`src/logic/timer_section_pkg.sv`:
```
/*
  Constants for the timer section: register offsets, field positions,
  reset values, mode codes and tick timing.
  Assumes a single 200 MHz system clock and an 8-bit register port.
*/
package timer_section_pkg;

  // ----------------------------------------------------------------
  // Register offsets
  // ----------------------------------------------------------------
  localparam logic [7:0] ADDR_RUN_CONTROL = 8'h0e;
  localparam logic [7:0] ADDR_ZERO_CONFIG = 8'h0f;
  localparam logic [7:0] ADDR_RELOAD_HIGH = 8'h10;
  localparam logic [7:0] ADDR_RELOAD_LOW  = 8'h11;
  localparam logic [7:0] ADDR_COUNT_HIGH  = 8'h12;
  localparam logic [7:0] ADDR_COUNT_LOW   = 8'h13;
  localparam logic [7:0] ADDR_IRQ_STATUS  = 8'h40;
  localparam logic [7:0] ADDR_IRQ_MASK    = 8'h41;

  // ----------------------------------------------------------------
  // Field positions and masks
  // ----------------------------------------------------------------
  localparam int          CFG_STOP_RX_BIT  = 7;
  localparam int          CFG_START_LSB    = 4;
  localparam int          CFG_RELOAD_BIT   = 3;
  localparam int          CFG_TICK_LSB     = 0;
  localparam logic [7:0]  CFG_WRITE_MASK   = 8'hbb;
  localparam int          IRQ_UNDERFLOW    = 0;
  localparam int          IRQ_RX_STOP      = 1;
  localparam int          IRQ_WIDTH        = 2;

  // ----------------------------------------------------------------
  // Reset values
  // ----------------------------------------------------------------
  localparam logic [7:0]  CONFIG_RESET     = 8'h00;
  localparam logic [15:0] RELOAD_RESET     = 16'h0000;
  localparam logic [3:0]  RUN_RESET        = 4'h0;

  // ----------------------------------------------------------------
  // Mode codes
  // ----------------------------------------------------------------
  localparam logic [1:0] START_NONE      = 2'h0;
  localparam logic [1:0] START_TX_END    = 2'h1;
  localparam logic [1:0] START_TRIM_HOLD = 2'h2;
  localparam logic [1:0] START_TRIM_UNDR = 2'h3;
  localparam logic [1:0] TICK_FAST       = 2'h0;
  localparam logic [1:0] TICK_SLOW       = 2'h1;
  localparam logic [1:0] TICK_TIMER_TWO  = 2'h2;
  localparam logic [1:0] TICK_TIMER_ONE  = 2'h3;

  // ----------------------------------------------------------------
  // Tick timing
  // ----------------------------------------------------------------
  localparam longint SYS_CLK_HZ   = 64'd200_000_000;
  localparam longint FAST_TICK_HZ = 64'd13_560_000;
  localparam int     ACC_WIDTH    = 24;
  localparam logic [ACC_WIDTH-1:0] ACC_STEP =
    ACC_WIDTH'((FAST_TICK_HZ << ACC_WIDTH) / SYS_CLK_HZ);
  localparam int     SLOW_DIVIDE  = 64;

endpackage

```
`src/logic/tick_bus_if.sv`:
```
/*
  Tick strobes from the tick generator to the timer core.
  Assumes both ends run on sys_clk.
*/
`timescale 1ns/100ps
interface tick_bus_if;
  logic fast_tick;
  logic slow_tick;
  modport src (output fast_tick, output slow_tick);
  modport dst (input fast_tick, input slow_tick);
endinterface // tick_bus_if

```
`src/logic/tick_generator.sv`:
```
/*
  Makes the 13.56 MHz and 211.875 kHz counting strobes from sys_clk.
  Assumes sys_clk at the rate set in the package; jitter of one
  period is accepted in exchange for needing no second clock.
*/
`timescale 1ns/100ps
module tick_generator (
  input wire logic    sys_clk,
  input wire logic    rst_n,
  tick_bus_if.src     ticks
);
  localparam int DIV_W = $clog2(timer_section_pkg::SLOW_DIVIDE);

  logic [timer_section_pkg::ACC_WIDTH:0]   acc_d;
  logic [timer_section_pkg::ACC_WIDTH-1:0] acc_q;
  logic [DIV_W-1:0]                        div_q;
  logic                                    fast_q;
  logic                                    slow_q;

  assign acc_d = {1'b0, acc_q} + {1'b0, timer_section_pkg::ACC_STEP};

  always_ff @(posedge sys_clk or negedge rst_n) begin
    if (!rst_n) begin
      acc_q  <= '0;
      div_q  <= '0;
      fast_q <= 1'b0;
      slow_q <= 1'b0;
    end else begin
      acc_q  <= acc_d[timer_section_pkg::ACC_WIDTH-1:0];
      fast_q <= acc_d[timer_section_pkg::ACC_WIDTH];
      slow_q <= acc_d[timer_section_pkg::ACC_WIDTH] && (div_q == '1);
      if (acc_d[timer_section_pkg::ACC_WIDTH]) begin
        div_q <= div_q + 1'b1;
      end
    end
  end

  assign ticks.fast_tick = fast_q;
  assign ticks.slow_tick = slow_q;
endmodule // tick_generator

```
`src/logic/timer_section.sv`:
```
/*
  Timer section run control plus the complete first timer: register
  port, start and stop sources, tick selection, down counter, reload,
  underflow interrupt.
  Assumes tx_end, rx_first_bits and the underflow pulses of timers one
  and two come from logic on sys_clk; trim_edge_pin is asynchronous.
*/
// Implementation choice: the plain strobed port.
`timescale 1ns/100ps
module timer_section (
  input  wire logic       sys_clk,
  input  wire logic       rst_n,
  input  wire logic [7:0] reg_addr,
  input  wire logic [7:0] reg_wdata,
  input  wire logic       reg_wr,
  input  wire logic       reg_rd,
  output logic      [7:0] reg_rdata,
  input  wire logic       tx_end,
  input  wire logic       rx_first_bits,
  input  wire logic       trim_edge_pin,
  input  wire logic       timer_one_underflow,
  input  wire logic       timer_two_underflow,
  input  wire logic [2:0] other_timer_done,
  output logic            timer_three_active,
  output logic            timer_two_active,
  output logic            timer_one_active,
  output logic            timer_zero_active,
  output logic            timer_zero_underflow,
  output logic            irq
);

  // ----------------------------------------------------------------
  // Helpers
  // ----------------------------------------------------------------
  function automatic logic is_trim(input logic [1:0] sel);
    return sel == timer_section_pkg::START_TRIM_HOLD ||
           sel == timer_section_pkg::START_TRIM_UNDR;
  endfunction

  function automatic logic hit(input logic [7:0] a, input logic [7:0] b);
    return a == b;
  endfunction

  // ----------------------------------------------------------------
  // Tick source
  // ----------------------------------------------------------------
  tick_bus_if ticks ();

  tick_generator u_ticks (
    .sys_clk (sys_clk),
    .rst_n   (rst_n),
    .ticks   (ticks)
  );

  // ----------------------------------------------------------------
  // State
  // ----------------------------------------------------------------
  logic [3:0]                          run_q;
  logic [3:0]                          run_d;
  logic [7:0]                          config_q;
  logic [15:0]                         reload_q;
  logic [15:0]                         count_q;
  logic [15:0]                         count_d;
  logic [timer_section_pkg::IRQ_WIDTH-1:0] irq_status_q;
  logic [timer_section_pkg::IRQ_WIDTH-1:0] irq_mask_q;
  logic [7:0]                          rdata_q;
  logic                                underflow_q;
  logic                                trim_meta_q;
  logic                                trim_sync_q;
  logic                                trim_last_q;

  // ----------------------------------------------------------------
  // Decode
  // ----------------------------------------------------------------
  wire       wr_run    = reg_wr && hit(reg_addr,
                           timer_section_pkg::ADDR_RUN_CONTROL);
  wire       wr_config = reg_wr && hit(reg_addr,
                           timer_section_pkg::ADDR_ZERO_CONFIG);
  wire       wr_hi     = reg_wr && hit(reg_addr,
                           timer_section_pkg::ADDR_RELOAD_HIGH);
  wire       wr_lo     = reg_wr && hit(reg_addr,
                           timer_section_pkg::ADDR_RELOAD_LOW);
  wire       wr_status = reg_wr && hit(reg_addr,
                           timer_section_pkg::ADDR_IRQ_STATUS);
  wire       wr_mask   = reg_wr && hit(reg_addr,
                           timer_section_pkg::ADDR_IRQ_MASK);

  wire [1:0] start_sel = config_q[timer_section_pkg::CFG_START_LSB +: 2];
  wire [1:0] tick_sel  = config_q[timer_section_pkg::CFG_TICK_LSB +: 2];
  wire       stop_rx   = config_q[timer_section_pkg::CFG_STOP_RX_BIT];
  wire       auto_rld  = config_q[timer_section_pkg::CFG_RELOAD_BIT];
  wire       trimming  = is_trim(start_sel);
  wire       running   = run_q[0];

  // Only the second synchroniser stage and its delayed copy are looked at
  wire       trim_rise = trim_sync_q && !trim_last_q;

  // Masked software control: bit n of the low nibble enables bit n+4
  wire       sw_touch  = wr_run && reg_wdata[0];
  wire       sw_value  = reg_wdata[4];

  // Hardware start and stop sources for the first timer
  wire       hw_start  = !running && (
                         (start_sel == timer_section_pkg::START_TX_END
                          && tx_end) ||
                         (trimming && trim_rise));
  wire       hw_rx_stop = running && stop_rx && !trimming
                          && rx_first_bits;
  wire       trim_stop = running && trimming && trim_rise;

  // Counting tick selection
  logic      tick;
  always_comb begin
    unique case (tick_sel)
      timer_section_pkg::TICK_FAST:      tick = ticks.fast_tick;
      timer_section_pkg::TICK_SLOW:      tick = ticks.slow_tick;
      timer_section_pkg::TICK_TIMER_TWO: tick = timer_two_underflow;
      timer_section_pkg::TICK_TIMER_ONE: tick = timer_one_underflow;
    endcase
  end

  // Trimming without underflow holds at zero instead of wrapping
  wire       hold_zero = start_sel == timer_section_pkg::START_TRIM_HOLD;
  wire       at_zero   = count_q == 16'h0000;
  wire       underflow = running && tick && at_zero && !hold_zero;
  wire       wrap_stop = underflow && !auto_rld;

  wire       sw_start  = sw_touch && sw_value;
  wire       sw_stop   = sw_touch && !sw_value;
  wire       start_evt = sw_start || (!sw_touch && hw_start);
  wire       stop_evt  = sw_stop || (!sw_touch &&
                         (hw_rx_stop || trim_stop || wrap_stop));

  // ----------------------------------------------------------------
  // Next state
  // ----------------------------------------------------------------
  always_comb begin
    run_d = run_q;
    for (int i = 1; i < 4; i++) begin
      if (other_timer_done[i-1]) begin
        run_d[i] = 1'b0;
      end
      if (wr_run && reg_wdata[i]) begin
        run_d[i] = reg_wdata[i+4];
      end
    end
    if (start_evt) begin
      run_d[0] = 1'b1;
    end else if (stop_evt) begin
      run_d[0] = 1'b0;
    end
  end

  always_comb begin
    count_d = count_q;
    if (start_evt) begin
      count_d = reload_q;
    end else if (underflow && auto_rld) begin
      count_d = reload_q;
    end else if (running && tick && !at_zero && !stop_evt) begin
      count_d = count_q - 16'h0001;
    end
  end

  // ----------------------------------------------------------------
  // Registers
  // ----------------------------------------------------------------
  always_ff @(posedge sys_clk or negedge rst_n) begin
    if (!rst_n) begin
      trim_meta_q <= 1'b0;
      trim_sync_q <= 1'b0;
      trim_last_q <= 1'b0;
    end else begin
      trim_meta_q <= trim_edge_pin;
      trim_sync_q <= trim_meta_q;
      trim_last_q <= trim_sync_q;
    end
  end

  always_ff @(posedge sys_clk or negedge rst_n) begin
    if (!rst_n) begin
      run_q       <= timer_section_pkg::RUN_RESET;
      count_q     <= timer_section_pkg::RELOAD_RESET;
      underflow_q <= 1'b0;
    end else begin
      run_q       <= run_d;
      count_q     <= count_d;
      underflow_q <= underflow;
    end
  end

  always_ff @(posedge sys_clk or negedge rst_n) begin
    if (!rst_n) begin
      config_q <= timer_section_pkg::CONFIG_RESET;
    end else if (wr_config) begin
      config_q <= reg_wdata & timer_section_pkg::CFG_WRITE_MASK;
    end
  end

  // Reload bytes only feed the counter at a start or reload
  always_ff @(posedge sys_clk or negedge rst_n) begin
    if (!rst_n) begin
      reload_q <= timer_section_pkg::RELOAD_RESET;
    end else begin
      if (wr_hi) begin
        reload_q[15:8] <= reg_wdata;
      end
      if (wr_lo) begin
        reload_q[7:0] <= reg_wdata;
      end
    end
  end

  // ----------------------------------------------------------------
  // Interrupts
  // ----------------------------------------------------------------
  // A new event wins over a write-one clear in the same cycle
  wire [timer_section_pkg::IRQ_WIDTH-1:0] irq_set = {hw_rx_stop && !sw_touch,
                                                     underflow};
  wire [timer_section_pkg::IRQ_WIDTH-1:0] irq_clr =
    wr_status ? reg_wdata[timer_section_pkg::IRQ_WIDTH-1:0] : '0;

  always_ff @(posedge sys_clk or negedge rst_n) begin
    if (!rst_n) begin
      irq_status_q <= '0;
      irq_mask_q   <= '0;
    end else begin
      irq_status_q <= (irq_status_q & ~irq_clr) | irq_set;
      if (wr_mask) begin
        irq_mask_q <= reg_wdata[timer_section_pkg::IRQ_WIDTH-1:0];
      end
    end
  end

  // ----------------------------------------------------------------
  // Read port
  // ----------------------------------------------------------------
  logic [7:0] rd_mux;
  always_comb begin
    rd_mux = 8'h00;
    unique case (reg_addr)
      timer_section_pkg::ADDR_RUN_CONTROL: rd_mux = {run_q, 4'h0};
      timer_section_pkg::ADDR_ZERO_CONFIG: rd_mux = config_q;
      timer_section_pkg::ADDR_RELOAD_HIGH: rd_mux = reload_q[15:8];
      timer_section_pkg::ADDR_RELOAD_LOW:  rd_mux = reload_q[7:0];
      timer_section_pkg::ADDR_COUNT_HIGH:  rd_mux = count_q[15:8];
      timer_section_pkg::ADDR_COUNT_LOW:   rd_mux = count_q[7:0];
      timer_section_pkg::ADDR_IRQ_STATUS:
        rd_mux = {6'h00, irq_status_q};
      timer_section_pkg::ADDR_IRQ_MASK:
        rd_mux = {6'h00, irq_mask_q};
      default:                             rd_mux = 8'h00;
    endcase
  end

  // Count bytes are not coherent across two reads while ticking fast
  always_ff @(posedge sys_clk or negedge rst_n) begin
    if (!rst_n) begin
      rdata_q <= 8'h00;
    end else begin
      rdata_q <= reg_rd ? rd_mux : 8'h00;
    end
  end

  assign reg_rdata            = rdata_q;
  assign timer_three_active   = run_q[3];
  assign timer_two_active     = run_q[2];
  assign timer_one_active     = run_q[1];
  assign timer_zero_active    = run_q[0];
  assign timer_zero_underflow = underflow_q;
  assign irq                  = |(irq_status_q & irq_mask_q);
endmodule // timer_section

```
`config.mk`:
```
export PLATFORM = sky130hd
export DESIGN_NAME = timer_section
export DESIGN_NICKNAME = d
export VERILOG_FILES = /design/src/logic/timer_section_pkg.sv /design/src/logic/tick_bus_if.sv /design/src/logic/tick_generator.sv /design/src/logic/timer_section.sv
export SDC_FILE = /design/constraint.sdc
export NUM_CORES = 1
export LEC_CHECK = 0
export BUFFER_PORTS_ARGS = -buffer_cell sky130_fd_sc_hd__buf_2
export CORE_MARGIN = 2
export CORE_UTILIZATION = 54
export CTS_CLUSTER_DIAMETER = 40
export DETAILED_ROUTE_END_ITERATION = 7
export PLACE_DENSITY = 0.82
export SETUP_SLACK_MARGIN = 0.05
export SKIP_CTS_REPAIR_TIMING = 1
export SYNTH_ARGS = -nofsm -noshare
export SYNTH_HDL_FRONTEND = slang
export SYNTH_SLANG_ARGS = --single-unit
```
`constraint.sdc`:
```
create_clock -name sys_clk -period 2 [get_ports sys_clk]
set_input_delay 0 -clock sys_clk [delete_from_list [all_inputs] [get_ports sys_clk]]
set_output_delay 0 -clock sys_clk [all_outputs]
set_load 0.1 [all_outputs]
```
**After elaboration in Yosys (flattened, before gate mapping)**

Index checks and enable logic that the tools add are counted.

- Flip-flop bits (word level): 90
- Bits of input ports: 28
- Output and inout port bits: 14
- Word-level logic and storage cells: 111

- Add/subtract/negate cells: 3
- Equality and inequality tests: 15
- Mux-type cells: 15
- Bitwise logic cells: 4
- Reduce and logical (&&, ||, !) cells: 55

Operators by type and width:

| cell | number |
|---|---|
| case mux 8 bit (8 select lines) | 1 |
| 2-to-1 mux 16 bit | 3 |
| equality test 8 x 5 -> 1 bit, second input constant | 4 |
| logical AND 1 bit | 32 |
| adder 24 x 21 -> 25 bit, second input constant | 1 |
| equality test 8 x 4 -> 1 bit, second input constant | 2 |
| equality test 8 x 7 -> 1 bit, second input constant | 2 |
| logical NOT 16 bit | 1 |
| subtractor 16 x 1 -> 16 bit, second input constant | 1 |
| logical NOT 1 bit | 9 |
| equality test 2 bit, second input constant | 4 |
| 2-to-1 mux 1 bit | 8 |
| 2-to-1 mux 8 bit | 1 |
| nonzero test 2 bit | 4 |
| adder 6 x 1 -> 6 bit, second input constant | 1 |
| equality test 6 bit, second input constant | 1 |
| logical OR 1 bit | 6 |
| bitwise AND 2 bit | 2 |
| equality test 2 x 1 -> 1 bit, second input constant | 2 |
| case mux 1 bit (4 select lines) | 1 |
| nonzero test 3 bit | 1 |
| logical NOT 2 bit | 1 |
| 2-to-1 mux 2 bit | 1 |
| inverter 2 bit | 1 |
| 2 further kinds | 2 |

**Depth between registers and ports, before layout**

- Depth in word-level cells: 14
- Depth in mapped cells: 9
- Gate-level depth less buffers: 8

**Hierarchy**

A second synthesis with hierarchy kept.

- Cell total of the unflattened synthesis: 444
- Area, all modules: 4792.1 µm²

Modules (own cells, without submodules):

| module | times used | cells each | area each (µm²) |
|---|---|---|---|
| timer_section | 1 | 302 | 3166.8 |
| tick_generator | 1 | 142 | 1625.3 |

**Worst setup path after synthesis**

Ideal clock, no wire load.

- Kind: register to register
- From: register run_q[0]
- To: register count_q[10]
- Data arrival time: 2.166 ns
- Required time: 1.917 ns
- Setup slack: -0.248 ns
- Cell stages (with the launch flop): 7
- Buffers on the path: 1
- Cells stage by stage: dfrtp_1 o21ai_0 mux2i_1 buf_2 nor3_1 xnor2_1 o21ai_0

- Longest elaborated chain between the ends: 10
- Elaborated cells between the ends (all ways): 24
- Classes of those cells: mux: 2; reduce/logical: 22

RTL lines:

| element | RTL line | RTL |
|---|---|---|
| start: declaration | timer_section.sv:58 | `logic [3:0] run_q;` |
| start signal: assignment | timer_section.sv:182 | `run_q <= timer_section_pkg::RUN_RESET;` |
| start signal: assignment | timer_section.sv:186 | `run_q <= run_d;` |
| logical AND 1 bit, on equally long branches | timer_section.sv:107, timer_section.sv:125, timer_section.sv:160 |  |
| logical AND 1 bit, on equally long branches | timer_section.sv:107, timer_section.sv:125 |  |
| logical AND 1 bit, on equally long branches | timer_section.sv:108, timer_section.sv:125 |  |
| logical OR 1 bit / logical AND 1 bit (equally long branches) | timer_section.sv:132, timer_section.sv:126 |  |
| logical OR 1 bit | timer_section.sv:132 | `(hw_rx_stop \|\| trim_stop \|\| wrap_stop));` |
| logical AND 1 bit | timer_section.sv:131 | `wire stop_evt = sw_stop \|\| (!sw_touch &&` |
| logical OR 1 bit | timer_section.sv:131 |  |
| logical NOT 1 bit | timer_section.sv:160 | `end else if (running && tick && !at_zero && !stop_evt) begin` |
| logical AND 1 bit | timer_section.sv:160 |  |
| nonzero test 3 bit (no line) | n/a |  |
| end signal: assignment | timer_section.sv:183 | `count_q <= timer_section_pkg::RELOAD_RESET;` |
| end signal: assignment | timer_section.sv:187 | `count_q <= count_d;` |
| end: declaration | timer_section.sv:62 | `logic [15:0] count_q;` |

Several ways; a longest one is shown, not always the timed one.
A chain may end at the register's enable or synchronous reset.

**Final worst setup path**

- From: register count_q[7]
- To: register count_q[1]

- Longest elaborated chain between the ends: 10
- Elaborated cells between the ends (all ways): 15
- Classes of those cells: mux: 2; reduce/logical: 13

RTL lines:

| element | RTL line | RTL |
|---|---|---|
| logical NOT 16 bit (*) | timer_section.sv:124 | `wire at_zero = count_q == 16'h0000;` |
| logical AND 1 bit (2 in a row) | timer_section.sv:125 | `wire underflow = running && tick && at_zero && !hold_zero;` |
| logical AND 1 bit | timer_section.sv:126 | `wire wrap_stop = underflow && !auto_rld;` |
| logical OR 1 bit | timer_section.sv:132 |  |
| logical AND 1 bit | timer_section.sv:131 |  |
| logical OR 1 bit | timer_section.sv:131 |  |
| logical NOT 1 bit | timer_section.sv:160 |  |
| logical AND 1 bit | timer_section.sv:160 |  |
| nonzero test 3 bit (no line) | n/a |  |

Mark *: on every way between the ends. The rest lies on a longest branch, timed or not.

==> out/metrics.yaml <==
status: "finished, violations left"
violations: "hold timing, setup timing"
power_density_mw_per_mm2: 832
fin_crit_sh_pct: 110
grt_usage_pct: 25.7
grt_pass1_vias: 3560
portBuffers: 41
clk_latency_ns: 0.38
numCtsBuffers: 9
die_h_um: 95.5
final_max_slew_viol_count: 0
totalWireLength_um: 11200
die_x_um: 95.5
crit_required_ns: 2.30
setup_slack_ns: -0.190
wl_per_cell_um: 18.4
synth_area_mm2: 0.00452
setup_viol: 18
synth_edf_count: 0
grt_pass1_wl_um: 17600
ant_nets: 0
area_growth_pct: 24.1
tightest_slew_ns: 0.638
worst_setup_path_start_kind: "flop"
syn_nets: 432
root_buffer: "clkbuf_8"
ys_ff_latch: 90
route.detailed.drc: 0
muxShareOfSynthArea_pct: 11.2
critical_path_class: "flop to flop"
vias_per_cell: 5.90
cts_tree: "built"
start_util_pct: 55.3
nets: 528
synthAdderAreaFrac_pct: 1.11
critPathArrivalTime_ns: 2.49
grt_setup_unrepaired: "yes"
first_pass_iters: 5
grt_overflow: 0
synthSimpleGateAreaFrac_pct: 17.3
synth-async-reset-ratio_pct: 100
synth_top_family_by_area: "simple AND/OR/NAND/NOR gates"
clock-skew-final_ns: 0.0173
grt_max_degree: 51
synth_xor_xnor_area_share_pct: 7.36
ios: 42
finalSetupTns_ns: -1.74
dp_hpwl_um: 7530
antenna_found_initial: 0
end_kind: "flop"
num_vias: 3576
finalWeightedCongestion: 0.923
place_inst: 569
synth.top_cell.area_share_pct: 49.8
synth_compound_gate_area_share_pct: 10.5
max_freq_mhz: 457
nFillCells: 593
finalNonFillerCells: 606
hold_viol: 3
clk_pin_slew_ns: 0.10
die_area_mm2: 0.00912
holdWs_ns: -0.0167
htreeDepth: 3
synth_warnings: 0
synth_area_leader_cell: "dfrtp_1"
maxCapViolCount: 0
hold_path.class: "input port to flop"
ys_seq_area_share_pct: 49.8
synth_ff_type: "dfrtp_1"
total_power_mw: 4.67
relSlewSlack_pct: 57.4
first_iter_violations: 293
ir_worst_vdd_mv: 0.408
leakage_nw: 2.53
synthDistinctLibCells: 66
cts_sinks: 90
drive_above_1_share_pct: 33.7
dpl_cell_area_mm2: 0.00511
period_minus_slack_ns: 2.19
cp_max_fo: 3
clockBufferDepth: 2
core_mm2: 0.00818
dp_slack_ns: -0.156
finalInstanceArea_mm2: 0.00561
syn_area_per_cell_um2: 11.3
n_antenna_cell: 0
final_core_util_pct: 68.6
ys_top_cells_by_area: "dfrtp_1 (50%), mux2_2 (7.0%), xnor2_1 (5.4%), mux4_2 (3.0%), nand2_1 (2.7%)"
rows: 33
synthCells: 400
-- logic make-up after synthesis --
| kind of cell | count (synthesis) |
|---|---|
| adders and majority gates | 4 |
| and+or+nand+nor | 132 |
| DFF | 90 |
| buffers and inverters | 28 |
| AOI/OAI and AO/OA | 69 |
| muxes | 39 |
| xor gates and xnor gates | 38 |
-- metal layers --
metal  global-route usage (%)  part of all wire, %  up-vias
li1                         -                    -     1628
met3                     5.14                  5.8       34
met5                        0                    0        -
met2                     42.3                   49      134
met1                     33.1                   42     1780
met4                     11.5                  3.1        0
-- path summary, 6_finish.rpt --
| path | from | end | slack, ns | cells past startpoint |
|---|---|---|---|---|
| max | count_q[7] | count_q[1] | -0.19 | 7 |
| min | reg_wdata[0] | irq_status_q[0] | -0.02 | 4 |
| max reg2reg | count_q[7] | count_q[1] | -0.19 | 7 |
| min reg2reg | trim_meta_q | trim_sync_q | 0.37 | 0 |
| max in group asynchronous | rst_n | u_ticks.acc_q[0] | 1.17 | 3 |
| min in group asynchronous | rst_n | count_q[0] | 0.19 | 2 |
-- flip-flops by register name (all words and copies together), names as in the netlist --
name	cells
u_ticks.acc_q	24
count_q	16
reload_q	16
reg_rdata	8
config_q	6
u_ticks.div_q	6
run_q	4
irq_mask_q	2
irq_status_q	2
timer_zero_underflow	1
trim_last_q	1
trim_meta_q	1
trim_sync_q	1
u_ticks.ticks.fast_tick	1
u_ticks.ticks.slow_tick	1
-- critical path: stages, from the launching register on --
cell	delay [ns]
dfrtp_1	0.42
or3_4	0.38
or4_4	0.45
o31ai_4	0.26
buf_4	0.17
nor2_2	0.04
mux2_4	0.30
o21ai_2	0.10
-- Yosys cell counts (2+ instances only) --
master / instances
mux2i_1: 4
nand3_1: 15
buf_2: 4
or2_2: 4
dfrtp_1: 90
and3_1: 9
or4_1: 2
a32o_1: 3
o21ai_0: 23
inv_1: 14
and3b_1: 3
a21o_1: 2
nor4_1: 7
xnor2_1: 28
nand2b_1: 3
and4_1: 2
mux4_2: 6
or4_4: 3
a22oi_1: 7
nor4_2: 2
o21ai_1: 4
nand4_1: 2
o21a_1: 2
a31o_2: 2
and2_1: 3
a21oi_1: 9
nor2_1: 13
nor3b_1: 2
o21ai_2: 2
nand3b_1: 4
or3_1: 5
nor2b_1: 5
nand2_1: 32
nor3_1: 7
xor2_1: 10
mux2_2: 28
ha_1: 4
clkbuf_1: 7
-- placed cells by master, fill, tap and decap left out, drive strengths merged, types with 7 or more instances in the layout --
| master | synthesis | final |
|---|---|---|
| a22oi | 7 | 7 |
| nand2 | 32 | 32 |
| dfrtp | 90 | 90 |
| and3 | 9 | 9 |
| xnor2 | 28 | 28 |
| inv | 14 | 16 |
| buf | 6 | 84 |
| o21ai | 29 | 29 |
| nor4 | 9 | 9 |
| a21oi | 9 | 9 |
| nor3 | 9 | 9 |
| xor2 | 10 | 10 |
| nand3 | 15 | 15 |
| clkbuf | 8 | 9 |
| nor2 | 14 | 14 |
| mux2 | 29 | 29 |
| dlygate4sd3 | 0 | 15 |
-- power breakdown --
group / total (mW) / switching (mW) / internal (mW) / leakage (nW)
Clock: 1.40 / 0.682 / 0.714 / 0.108
Combinational: 1.17 / 0.617 / 0.549 / 1.28
Sequential: 2.11 / 0.142 / 1.96 / 1.15
-- area by class of cell --
class,instances,area (um^2),area share (%)
Tap cell,105,131,2.34
Multi-Input combinational cell,282,2230,39.7
Timing Repair Buffer,99,722,12.9
Inverter,14,52.6,0.936
Sequential cell,90,2250,40.2
Clock buffer,9,124,2.21
Clock inverter,7,100,1.78
Power figures use the tool's default switching activity.
